### src/design/gob_defines.svh
`ifndef GOB_DEFINES_SVH
`define GOB_DEFINES_SVH

// ------------------------------------------------------------------
// register offsets
// ------------------------------------------------------------------
`define GOB_FIRST_OFFS 8'h0d
`define GOB_LAST_OFFS 8'h23
`define GOB_NUM_REGS 23
`define GOB_RED2_COARSE_OFFS 8'h0d
`define GOB_RED2_FINE_HIGH_OFFS 8'h0e
`define GOB_RED2_FINE_LOW_OFFS 8'h0f
`define GOB_GREEN1_GAIN_OFFS 8'h10
`define GOB_GREEN1_COARSE_OFFS 8'h11
`define GOB_GREEN1_FINE_HIGH_OFFS 8'h12
`define GOB_GREEN1_FINE_LOW_OFFS 8'h13
`define GOB_GREEN2_GAIN_OFFS 8'h14
`define GOB_GREEN2_COARSE_OFFS 8'h15
`define GOB_GREEN2_FINE_HIGH_OFFS 8'h16
`define GOB_GREEN2_FINE_LOW_OFFS 8'h17
`define GOB_BLUE1_GAIN_OFFS 8'h18
`define GOB_BLUE1_COARSE_OFFS 8'h19
`define GOB_BLUE1_FINE_HIGH_OFFS 8'h1a
`define GOB_BLUE1_FINE_LOW_OFFS 8'h1b
`define GOB_BLUE2_GAIN_OFFS 8'h1c
`define GOB_BLUE2_COARSE_OFFS 8'h1d
`define GOB_BLUE2_FINE_HIGH_OFFS 8'h1e
`define GOB_BLUE2_FINE_LOW_OFFS 8'h1f
`define GOB_RED_TARGET_OFFS 8'h20
`define GOB_GREEN_TARGET_OFFS 8'h21
`define GOB_BLUE_TARGET_OFFS 8'h22
`define GOB_LOOP_CTL_OFFS 8'h23
// channel group stride; red2 group starts at its (absent) gain slot
`define GOB_CHAN_BASE_OFFS 8'h0c
`define GOB_CHAN_STRIDE 4

// ------------------------------------------------------------------
// reset values
// ------------------------------------------------------------------
`define GOB_GAIN_RST 8'h00
`define GOB_COARSE_RST 8'h10
`define GOB_FINE_HIGH_RST 8'h80
`define GOB_FINE_LOW_RST 8'h00
`define GOB_TARGET_RST 8'h20
`define GOB_LOOP_CTL_RST 8'h0c

// ------------------------------------------------------------------
// writable-bit masks and field positions
// ------------------------------------------------------------------
`define GOB_GAIN_MASK 8'hff
`define GOB_COARSE_MASK 8'h1f
`define GOB_FINE_HIGH_MASK 8'hff
`define GOB_FINE_LOW_MASK 8'he0
`define GOB_TARGET_MASK 8'h7f
`define GOB_LOOP_CTL_MASK 8'hdf
`define GOB_FINE_LOW_LSB 5
`define GOB_CTL_LINES_LSB 6
`define GOB_CTL_HS_DIV2_BIT 4
`define GOB_CTL_AUTO_PULSE_BIT 3
`define GOB_CTL_LOOP_EN_BIT 2
`define GOB_CTL_HS_EN_BIT 1
`define GOB_CTL_FINE_ONLY_BIT 0
`define GOB_LINES_16 7'h10
`define GOB_LINES_32 7'h20
`define GOB_LINES_64 7'h40

`endif

### src/design/gob_pkg.sv
package gob_pkg;

    typedef logic [7:0] byte_t;

    // one channel's analog codes
    typedef struct packed {
        logic [7:0] gain;
        logic [4:0] coarse;
        logic [10:0] fine;
    } chan_s;

    // black-level loop control fields
    typedef struct packed {
        logic [1:0] line_sel;
        logic hs_div2;
        logic auto_pulse;
        logic loop_en;
        logic hs_en;
        logic fine_only;
    } loop_ctl_s;

    typedef enum logic [1:0] {
        LINES_UNLIMITED = 2'h0,
        LINES_16 = 2'h1,
        LINES_32 = 2'h2,
        LINES_64 = 2'h3
    } line_sel_e;

endpackage : gob_pkg

### src/design/gain_offset_black_regs.sv
`timescale 1ns/1ps
`include "gob_defines.svh"
// Notes on behaviour
// (RQ1) gain registers hold 8-bit code; gain is 283/(283-code).
// (RQ2) gain spans unity to ten times; reset 0x00 means unity.
// (RQ3) coarse offset is 5-bit offset binary in [4:0], reset 0x10.
// (RQ4) fine offset 11 bits: [10:3] in one register, [2:0] in next [7:5].
// (RQ5) fine high byte resets 0x80, low bits register 0x00: mid-scale.
// (RQ6) per-colour black target, 7 bits in [6:0], resets 0x20.
// (RQ7) control [7:6] sets clamp lines: unlimited, 16, 32 or 64.
// (RQ8) control [4] picks high-speed integration: 1 halves, 0 four-thirds.
// (RQ9) control [3] enables automatic black clamp pulse generation.
// (RQ10) control [2] enables the automatic black-level loop.
// (RQ11) control [1] puts the loop into high-speed mode.
// (RQ12) control [0]: 1 adjusts fine only, 0 coarse and fine.
// (RQ13) control register resets 0x0C: pulse and loop on, lines unlimited.
// (RQ14) register reset command returns every register here to defaults.
// (RQ15) reserved bits read zero; writing them does nothing.
module gain_offset_black_regs (
    // clock and reset
    input wire logic CLK,
    input wire logic RST_B,
    // register reset command from the soft reset register
    input wire logic REG_RESET_CMD,
    // register port from the serial configuration interface
    input wire logic [7:0] REG_ADDR,
    input wire logic REG_WE,
    input wire logic [7:0] REG_WDATA,
    output logic [7:0] REG_RDATA,
    output logic REG_HIT,
    // decoded settings for the analog channels and the loop
    output gob_pkg::chan_s [4:0] CHAN_CFG,
    output logic [2:0][6:0] BLACK_TARGET,
    output gob_pkg::loop_ctl_s LOOP_CTL,
    output logic LINES_UNLIMITED,
    output logic [6:0] LINE_LIMIT
);

    // ------------------------------------------------------------------
    // per-offset tables
    // ------------------------------------------------------------------
    function automatic gob_pkg::byte_t rst_val(input logic [7:0] a);
        gob_pkg::byte_t v;
        v = `GOB_FINE_LOW_RST;
        if (a == `GOB_LOOP_CTL_OFFS) begin
            v = `GOB_LOOP_CTL_RST; // RQ13
        end else if (a >= `GOB_RED_TARGET_OFFS) begin
            v = `GOB_TARGET_RST; // RQ6
        end else begin
            case (a[1:0])
                2'h0: v = `GOB_GAIN_RST; // RQ2
                2'h1: v = `GOB_COARSE_RST; // RQ3
                2'h2: v = `GOB_FINE_HIGH_RST; // RQ5
                default: v = `GOB_FINE_LOW_RST; // RQ5
            endcase
        end
        return v;
    endfunction : rst_val

    function automatic gob_pkg::byte_t wr_mask(input logic [7:0] a);
        gob_pkg::byte_t m;
        m = `GOB_FINE_LOW_MASK;
        if (a == `GOB_LOOP_CTL_OFFS) begin
            m = `GOB_LOOP_CTL_MASK; // RQ15
        end else if (a >= `GOB_RED_TARGET_OFFS) begin
            m = `GOB_TARGET_MASK; // RQ15
        end else begin
            case (a[1:0])
                2'h0: m = `GOB_GAIN_MASK;
                2'h1: m = `GOB_COARSE_MASK; // RQ15
                2'h2: m = `GOB_FINE_HIGH_MASK;
                default: m = `GOB_FINE_LOW_MASK; // RQ15
            endcase
        end
        return m;
    endfunction : wr_mask

    // ------------------------------------------------------------------
    // register storage
    // ------------------------------------------------------------------
    gob_pkg::byte_t regs_q [`GOB_NUM_REGS];
    gob_pkg::byte_t regs_d [`GOB_NUM_REGS];

    genvar gi;
    generate
        for (gi = 0; gi < `GOB_NUM_REGS; gi++) begin : g_reg
            localparam logic [7:0] OFFS = 8'(`GOB_FIRST_OFFS + gi);
            localparam gob_pkg::byte_t RST = rst_val(OFFS);
            localparam gob_pkg::byte_t MASK = wr_mask(OFFS);

            // reset command beats a write in the same cycle
            always_comb begin
                if (REG_RESET_CMD) begin
                    regs_d[gi] = RST; // RQ14
                end else if (REG_WE && REG_ADDR == OFFS) begin
                    regs_d[gi] = REG_WDATA & MASK; // RQ15
                end else begin
                    regs_d[gi] = regs_q[gi];
                end
            end

            always_ff @(posedge CLK or negedge RST_B) begin
                if (!RST_B) begin
                    regs_q[gi] <= RST;
                end else begin
                    regs_q[gi] <= regs_d[gi];
                end
            end
        end
    endgenerate

    // ------------------------------------------------------------------
    // read path
    // ------------------------------------------------------------------
    logic [7:0] rdata_d;
    logic [7:0] rdata_q;
    logic hit_d;
    logic hit_q;
    logic [7:0] rd_idx;

    // stored values are already masked, so reserved bits read zero
    always_comb begin
        rd_idx = REG_ADDR - `GOB_FIRST_OFFS;
        rdata_d = 8'h00;
        hit_d = 1'b0;
        if (REG_ADDR >= `GOB_FIRST_OFFS && REG_ADDR <= `GOB_LAST_OFFS) begin
            rdata_d = regs_q[rd_idx[4:0]]; // RQ15
            hit_d = 1'b1;
        end
    end

    always_ff @(posedge CLK or negedge RST_B) begin
        if (!RST_B) begin
            rdata_q <= 8'h00;
            hit_q <= 1'b0;
        end else begin
            rdata_q <= rdata_d;
            hit_q <= hit_d;
        end
    end

    assign REG_RDATA = rdata_q;
    assign REG_HIT = hit_q;

    // ------------------------------------------------------------------
    // channel codes
    // ------------------------------------------------------------------
    generate
        for (gi = 0; gi < 5; gi++) begin : g_chan
            localparam int BASE = `GOB_CHAN_STRIDE * gi + 32'(`GOB_CHAN_BASE_OFFS)
                - 32'(`GOB_FIRST_OFFS);
            // red2 gain lives outside this bank; its slot reads unity code
            if (gi == 0) begin : g_nogain
                assign CHAN_CFG[gi].gain = `GOB_GAIN_RST;
            end else begin : g_gain
                assign CHAN_CFG[gi].gain = regs_q[BASE]; // RQ1
            end
            assign CHAN_CFG[gi].coarse = regs_q[BASE + 1][4:0]; // RQ3
            assign CHAN_CFG[gi].fine = {regs_q[BASE + 2],
                regs_q[BASE + 3][7:`GOB_FINE_LOW_LSB]}; // RQ4
        end
        for (gi = 0; gi < 3; gi++) begin : g_target
            assign BLACK_TARGET[gi] = regs_q[32'(`GOB_RED_TARGET_OFFS) + gi
                - 32'(`GOB_FIRST_OFFS)][6:0]; // RQ6
        end
    endgenerate

    // ------------------------------------------------------------------
    // loop control
    // ------------------------------------------------------------------
    gob_pkg::byte_t ctl;
    gob_pkg::line_sel_e line_sel;

    assign ctl = regs_q[`GOB_NUM_REGS - 1];
    assign line_sel = gob_pkg::line_sel_e'(ctl[`GOB_CTL_LINES_LSB +: 2]);
    assign LOOP_CTL.line_sel = ctl[`GOB_CTL_LINES_LSB +: 2];
    assign LOOP_CTL.hs_div2 = ctl[`GOB_CTL_HS_DIV2_BIT]; // RQ8
    assign LOOP_CTL.auto_pulse = ctl[`GOB_CTL_AUTO_PULSE_BIT]; // RQ9
    assign LOOP_CTL.loop_en = ctl[`GOB_CTL_LOOP_EN_BIT]; // RQ10
    assign LOOP_CTL.hs_en = ctl[`GOB_CTL_HS_EN_BIT]; // RQ11
    assign LOOP_CTL.fine_only = ctl[`GOB_CTL_FINE_ONLY_BIT]; // RQ12

    always_comb begin
        LINES_UNLIMITED = 1'b0;
        case (line_sel)
            gob_pkg::LINES_16: LINE_LIMIT = `GOB_LINES_16; // RQ7
            gob_pkg::LINES_32: LINE_LIMIT = `GOB_LINES_32; // RQ7
            gob_pkg::LINES_64: LINE_LIMIT = `GOB_LINES_64; // RQ7
            default: begin
                LINE_LIMIT = 7'h00;
                LINES_UNLIMITED = 1'b1; // RQ7
            end
        endcase
    end

endmodule : gain_offset_black_regs

### config.mk
export PLATFORM = sky130hd
export DESIGN_NAME = gain_offset_black_regs
export DESIGN_NICKNAME = d
export VERILOG_FILES = /design/src/design/gob_pkg.sv /design/src/design/gain_offset_black_regs.sv
export VERILOG_INCLUDE_DIRS = /design/src /design/src/design
export SDC_FILE = /design/constraint.sdc
export NUM_CORES = 1
export LEC_CHECK = 0
export BUFFER_PORTS_ARGS = -buffer_cell sky130_fd_sc_hd__buf_2
export CAP_MARGIN = 20
export CORE_MARGIN = 1.5
export CORE_UTILIZATION = 40
export CTS_CLUSTER_SIZE = 28
export DETAILED_ROUTE_END_ITERATION = 6
export GPL_TIMING_DRIVEN = 0
export PLACE_DENSITY_LB_ADDON = 0.05
export SLEW_MARGIN = 30
export SYNTH_ARGS = -nofsm -noshare
export SYNTH_HDL_FRONTEND = slang
export SYNTH_SLANG_ARGS = --single-unit
export TNS_END_PERCENT = 5
### constraint.sdc
create_clock -name CLK -period 2 [get_ports CLK]
set_input_delay 0.2 -clock CLK [delete_from_list [all_inputs] [get_ports CLK]]
set_output_delay 0.2 -clock CLK [all_outputs]
set_load 0.03 [all_outputs]
---- Yosys cells after proc, flatten, opt, wreduce, memory -nomap -nowiden ----
Index checks and enable logic that the tools add are counted.
cells by class
  add/sub/neg operators ................... 1
  multiply operators ...................... 0
  divide/modulo/power cells ............... 0
  magnitude comparators ................... 3
  equality and inequality tests ........... 26
  shifts and indexed selects .............. 0
  multiplexer cells ....................... 53
  bitwise operators ....................... 1
  reductions and logical operators ........ 48
operators with widths
  kind                                                 number
  2-to-1 mux 8 bit                                     49
  == test 8 x 5 -> 1 bit, second input constant        16
  nonzero test 2 bit                                   23
  binary-select mux 8 bit (select 5 bit)               1
  == test 8 x 6 -> 1 bit, second input constant        4
  == test 8 x 4 -> 1 bit, second input constant        3
  logical AND 1 bit                                    24
  case mux 7 bit (3 select lines)                      1
  >= comparator 8 x 4 -> 1 bit, second input constant  1
  <= comparator 8 x 6 -> 1 bit, second input constant  1
  >= comparator 6 bit, second input constant           1
  NOT 5 -> 6 bit                                       1
  subtractor 5 x 4 -> 5 bit, second input constant     1
  == test 2 bit, second input constant                 2
  OR reduction 3 bit                                   1
  == test 2 x 1 -> 1 bit, second input constant        1
  2-to-1 mux 1 bit                                     2
storage, ports and cells
  flip-flop bits (word level) ............. 193
  bits in latches ......................... 0
  memory bits (writable) .................. 0
  bits in read-only memories .............. 0
  input bits .............................. 20
  output and inout bits ................... 165
  logic and storage cells ................. 157
  memories ................................ 0

---- Depth between registers and ports, before layout ----
  depth after elaboration ................. 6
  gate-level depth with buffers ........... 11
  mapped depth without buffers ............ 7

---- Worst setup path after synthesis ----
No wires, ideal clock.
  kind .................................... in2reg
  start ................................... in REG_ADDR[0]
  end ..................................... reg rdata_q[7] (netlist: REG_RDATA[7])
  setup time .............................. 145 ps
  data arrival time ....................... 2,368 ps
  data required time ...................... 1,855 ps
  setup slack ............................. -513 ps
  cell stages on the path ................. 10
  cell sequence ........................... buf_4 -> clkinv_1 -> clkbuf_1 -> ha_1 -> buf_2 -> xnor2_2 -> mux4_2 -> a211o_1 -> o211ai_1 -> a21oi_1
between the ends
  word-level cells in the longest chain between the ends .. 6
ends and longest elaborated chain
  element                                              RTL line                       RTL
  start: declaration                                   gain_offset_black_regs.sv:26   input wire logic [7:0] REG_ADDR,
  subtractor 5 x 4 -> 5 bit (no line)                  -
  NOT 5 -> 6 bit (not written as such)                 gain_offset_black_regs.sv:127  rdata_d = regs_q[rd_idx[4:0]];
  binary-select mux 8 bit (select 5 bit)               gain_offset_black_regs.sv:127
  2-to-1 mux 8 bit (not written as such) (2 in a row)  gain_offset_black_regs.sv:127
  2-to-1 mux 8 bit (*)                                 gain_offset_black_regs.sv:126  if (REG_ADDR >= `GOB_FIRST_OFFS && REG_ADDR <= `GOB_LAST_OFFS) begin
  named net rdata_d[7]                                 gain_offset_black_regs.sv:115  logic [7:0] rdata_d;
  end signal: assignment                               gain_offset_black_regs.sv:137  rdata_q <= rdata_d;
  end: declaration                                     gain_offset_black_regs.sv:116  logic [7:0] rdata_q;
Mark *: on every way through the listed nets, which the timed path passes. The rest lies on a longest branch. The select of a mux whose other input is x is not followed.
A chain may end at the register's enable or synchronous reset.

---- Final worst setup path ----
Ends and elaborated chain as after synthesis.

==> report_table.html <==
<table>
<tr><th>Metric</th><th>Value</th></tr>
<tr><th colspan="2">Status</th></tr>
<tr><td>Run status</td><td>completed</td></tr>
<tr><th colspan="2">Finish</th></tr>
<tr><td>Layout cell share with drive strength beyond 1</td><td>0.276</td></tr>
<tr><td>Most frequent cells in the layout</td><td>sky130_fd_sc_hd__buf_2 (180), sky130_fd_sc_hd__nand2_1 (159), sky130_fd_sc_hd__a21oi_1 (148)</td></tr>
<tr><td>Antenna Diode Count</td><td>0</td></tr>
<tr><td>Layout overhead on the synthesized area</td><td>26.1%</td></tr>
<tr><td>Most common library cell in the layout ignoring fill and taps</td><td>sky130_fd_sc_hd__buf_2</td></tr>
<tr><td>Number of nets in the final layout</td><td>between 1000 and 1500</td></tr>
<tr><th colspan="2">Yosys</th></tr>
<tr><td>Cell type contributing the most total cell area after synthesis</td><td>sky130_fd_sc_hd__dfrtp_1</td></tr>
<tr><td>Number of synthesized register bits</td><td>149</td></tr>
<tr><td>Synthesized netlist cell count</td><td>slightly below 900</td></tr>
<tr><td>Most frequently used flop master after synthesis</td><td>sky130_fd_sc_hd__dfrtp_1</td></tr>
<tr><td>Synth top area cells</td><td>sky130_fd_sc_hd__dfrtp_1 (43%), sky130_fd_sc_hd__a21oi_1 (9.5%), sky130_fd_sc_hd__nand3_1 (9.1%), sky130_fd_sc_hd__nand2_1 (7.6%), sky130_fd_sc_hd__dfstp_2 (5.0%)</td></tr>
<tr><td>Cell area after synthesis</td><td>between 0.007 and 0.008 sq mm</td></tr>
<tr><td>Post-synthesis sequential area ratio</td><td>0.478</td></tr>
<tr><td>Area share of the largest cell type after synthesis</td><td>0.428</td></tr>
<tr><td>Fraction of registers with async set/reset</td><td>1.00</td></tr>
<tr><td>Synthesized area divided by synthesized cell count</td><td>between 8 and 9 sq um</td></tr>
<tr><td>Total of warnings raised by yosys</td><td>0</td></tr>
<tr><td>Synth unique cells</td><td>47</td></tr>
<tr><td>Number of enable flip-flop cells after synthesis</td><td>0</td></tr>
<tr><th colspan="2">Clock network</th></tr>
<tr><td>Clock transition at the registers of the reported paths</td><td>around 70 ps</td></tr>
<tr><td>Maximum count of clock buffers along a single path</td><td>2</td></tr>
<tr><td>Source-to-sink clock delay at the later pin of the worst-skew pair</td><td>around 440 ps</td></tr>
<tr><td>TritonCTS clock tree</td><td>done</td></tr>
<tr><td>Master cell of the clock root buffer</td><td>sky130_fd_sc_hd__clkbuf_16</td></tr>
<tr><td>Total CTS buffers</td><td>17</td></tr>
<tr><td>H-Tree Level Count</td><td>4</td></tr>
<tr><td>Total number of clock tree sinks</td><td>roughly 150</td></tr>
<tr><th colspan="2">Detailed routing</th></tr>
<tr><td>DRC errors left</td><td>0</td></tr>
<tr><td>Starting DRT DRC Count</td><td>~720</td></tr>
<tr><td>Via total after detailed routing</td><td>about 7700</td></tr>
<tr><td>Average routed wire per standard cell</td><td>about 23 microns</td></tr>
<tr><td>Wire length after detailed routing</td><td>about 31 mm</td></tr>
<tr><td>Vias/cell</td><td>5.69</td></tr>
<tr><td>Number of iterations in the first detailed-routing pass</td><td>6</td></tr>
<tr><td>Antenna-violating nets left</td><td>0</td></tr>
<tr><th colspan="2">Worst setup path</th></tr>
<tr><td>Data required time at the worst endpoint</td><td>2280 ps</td></tr>
<tr><td>CP startpoint kind</td><td>input port</td></tr>
<tr><td>Setup crit end kind</td><td>flip-flop</td></tr>
<tr><td>Endpoint of the lowest-slack register-to-register path</td><td>REG_RDATA[7]$_DFF_PN0_</td></tr>
<tr><td>Reg-to-reg startpoint</td><td>CHAN_CFG[119]$_DFFE_PN0P_</td></tr>
<tr><td>Worst Path Class, Setup</td><td>input port to flip-flop</td></tr>
<tr><td>Crit path arrival time</td><td>approximately 2200 ps</td></tr>
<tr><td>Worst-path fanout max</td><td>7</td></tr>
<tr><td>Cell count of the worst reg-to-reg path</td><td>4</td></tr>
<tr><td>Internal reg-to-reg setup slack</td><td>around 300 ps</td></tr>
<tr><th colspan="2">STA</th></tr>
<tr><td>Aggregate negative setup slack</td><td>0 ps</td></tr>
<tr><td>Relative slew slack</td><td>0.355</td></tr>
<tr><td>Slew @ Worst Pin</td><td>around 970 ps</td></tr>
<tr><td>Shortest clock period the worst path allows after layout</td><td>1940 ps</td></tr>
<tr><td>Setup ws final</td><td>roughly 65 ps</td></tr>
<tr><td>Final-report max-slew violation count</td><td>0</td></tr>
<tr><td>Setup repair after global routing missed its margin</td><td>false</td></tr>
<tr><td>Final setup violation count</td><td>0</td></tr>
<tr><td>Portion of the clock cycle consumed by the worst path in the final layout</td><td>0.968</td></tr>
<tr><td>Hold violation total from the final report</td><td>0</td></tr>
<tr><td>Upper clock frequency limit</td><td>slightly above 500 MHz</td></tr>
<tr><td>Setup skew after layout</td><td>approximately 9.3 ps</td></tr>
<tr><th colspan="2">Global route</th></tr>
<tr><td>Initial antenna violation count</td><td>0</td></tr>
<tr><td>Pin count of the biggest net entering global routing</td><td>78</td></tr>
<tr><td>First-pass GRT wire length</td><td>around 45 mm</td></tr>
<tr><td>Number of global-route vias before repair</td><td>approximately 7100</td></tr>
<tr><td>GRT Resource Usage Total</td><td>0.307</td></tr>
<tr><td>Aggregate global routing overflow</td><td>0</td></tr>
<tr><th colspan="2">Power</th></tr>
<tr><td>Leak pwr</td><td>around 0.0046 uW</td></tr>
<tr><td>VDD IR max</td><td>slightly above 0.6 mV</td></tr>
<tr><td>Power density normalized to cell area</td><td>~700 mW/mm^2</td></tr>
<tr><th colspan="2">Floorplan</th></tr>
<tr><td>Core Box Area</td><td>0.0193 sq mm</td></tr>
<tr><td>DIE AREA</td><td>0.0204 sq mm</td></tr>
<tr><td>Floorplan row count</td><td>51</td></tr>
<tr><td>Vert. Die Dim</td><td>~140 microns</td></tr>
<tr><td>Die width</td><td>143 microns</td></tr>
<tr><td>Number of I/O pins</td><td>185</td></tr>
<tr><td>Initial core utilization</td><td>0.405</td></tr>
<tr><th colspan="2">Min path</th></tr>
<tr><td>Path type of the worst min-delay path</td><td>input port to flip-flop</td></tr>
<tr><td>Hold depth</td><td>3</td></tr>
<tr><td>Launch instance of the worst min-delay path</td><td>REG_WDATA[5]</td></tr>
<tr><td>Hold-critical path endpoint</td><td>CHAN_CFG[48]$_DFFE_PN0P_</td></tr>
<tr><th colspan="2">Run</th></tr>
<tr><td>Number of max-capacitance violations reported</td><td>0</td></tr>
<tr><th colspan="2">Place</th></tr>
<tr><td>Routability Congestion</td><td>0.885</td></tr>
<tr><td>Number of buffers inserted by port buffering</td><td>roughly 160</td></tr>
<tr><td>Detailed placement HPWL</td><td>~22 mm</td></tr>
<tr><td>Placement Setup Slack</td><td>-887 ps</td></tr>
</table>
-- cell families after synthesis --
group,after synthesis,share of synthesized area
AO/OA/AOI/OAI,211,0.151
multiplexers,49,0.0744
other,1,0.000478
adder cells (fa/ha/maj),5,0.00798
XOR/XNOR,6,0.00766
AND/OR/NAND/NOR,358,0.224
buffers and inverters,94,0.0559
flip-flops,149,0.478
-- critical path: stages --
cell                       delay [ps]
sky130_fd_sc_hd__buf_6            110
sky130_fd_sc_hd__buf_12           120
sky130_fd_sc_hd__clkinv_8          50
sky130_fd_sc_hd__buf_12           130
sky130_fd_sc_hd__ha_4             160
sky130_fd_sc_hd__buf_6            140
sky130_fd_sc_hd__xnor2_4          210
sky130_fd_sc_hd__buf_12           150
sky130_fd_sc_hd__mux4_2           340
sky130_fd_sc_hd__a211o_1          330
sky130_fd_sc_hd__o211ai_1         140
sky130_fd_sc_hd__a21oi_2          120
-- registers in the layout (all words and copies together) (netlist names) --
register / cells
REG_RDATA: 8
CHAN_CFG: 112
BLACK_TARGET: 21
REG_HIT: 1
ctl: 7
-- stage by stage --
step | util | total power [uW] | cell area (sq um) | cells | hold WS, ps
final | 0.511 | 6980 | 9890 | 1356 | 144
after global placement | 0.471 | 3890 | 9100 | 1313 | 502
after global routing | 0.511 | 7170 | 9890 | 1356 | 140
after detailed placement | 0.473 | 3890 | 9140 | 1314 | 202
after CTS | 0.508 | 6950 | 9830 | 1350 | 138
after floorplan | - | 3570 | 7950 | 884 | -95.6
-- synthesized netlist by cell type (2+ instances only) --
cell type,n
sky130_fd_sc_hd__a211o_1,7
sky130_fd_sc_hd__a211oi_1,2
sky130_fd_sc_hd__a21o_1,2
sky130_fd_sc_hd__a21oi_1,149
sky130_fd_sc_hd__a221o_1,11
sky130_fd_sc_hd__a31oi_1,7
sky130_fd_sc_hd__and2_1,3
sky130_fd_sc_hd__and3_1,7
sky130_fd_sc_hd__buf_1,4
sky130_fd_sc_hd__buf_2,23
sky130_fd_sc_hd__buf_4,15
sky130_fd_sc_hd__clkbuf_1,47
sky130_fd_sc_hd__dfrtp_1,134
sky130_fd_sc_hd__dfstp_2,15
sky130_fd_sc_hd__ha_1,5
sky130_fd_sc_hd__inv_1,4
sky130_fd_sc_hd__mux2_2,14
sky130_fd_sc_hd__mux2i_1,29
sky130_fd_sc_hd__mux4_2,6
sky130_fd_sc_hd__nand2_1,159
sky130_fd_sc_hd__nand3_1,142
sky130_fd_sc_hd__nand3b_1,17
sky130_fd_sc_hd__nor2_1,12
sky130_fd_sc_hd__nor2b_1,6
sky130_fd_sc_hd__nor3b_1,2
sky130_fd_sc_hd__nor4b_4,4
sky130_fd_sc_hd__o21ai_0,23
sky130_fd_sc_hd__o31ai_1,2
sky130_fd_sc_hd__xnor2_1,3
sky130_fd_sc_hd__xor2_1,2
-- repair_timing --
item,4_1_cts,5_1_grt
gates cloned,0,0
hold endpoints to repair,64,0
gates resized for setup,25,4
buffers inserted,4,6
pin swaps,1,3
hold buffers,1,0
endpoints found under the setup margin,55,14
-- where the power goes --
part / leakage, uW / internal (uW) / switching [uW]
Combinational: 0.00229 / 265 / 620
Sequential: 0.00203 / 3020 / 4.56
Clock: 0.000248 / 1710 / 1360
-- layer usage --
layer,track usage,share of wire,vias to the layer above
met5,0,0,-
met4,0.0944,0.022,0
met3,0.0691,0.088,41
met2,0.467,0.45,389
met1,0.436,0.44,3789
li1,-,-,3492
-- layout make-up --
class / count / area, sq um
Sequential cell: 149 / 3750
Clock inverter: 12 / 108
Tap cell: 265 / 332
Fill cell: 1855 / 9450
Inverter: 5 / 31.3
Multi-Input combinational cell: 641 / 3770
Timing Repair Buffer: 176 / 975
Clock buffer: 20 / 437
Buffer: 88 / 487
-- worst max path at each step --
stage	from	end	slack [ps]	cells after the start
after floorplan	REG_ADDR[0]	REG_RDATA[7]$_DFF_PN0_	3	10
after global placement	RST_B	CHAN_CFG[29]$_DFFE_PN0P_	-1590	1
after detailed placement	REG_ADDR[0]	REG_RDATA[4]$_DFF_PN0_	-890	11
after CTS	REG_ADDR[0]	REG_RDATA[5]$_DFF_PN0_	20	12
after global routing	REG_ADDR[0]	REG_RDATA[7]$_DFF_PN0_	20	12
final	REG_ADDR[0]	REG_RDATA[7]$_DFF_PN0_	60	12
No activity file was read; power rests on OpenSTA's default activity.
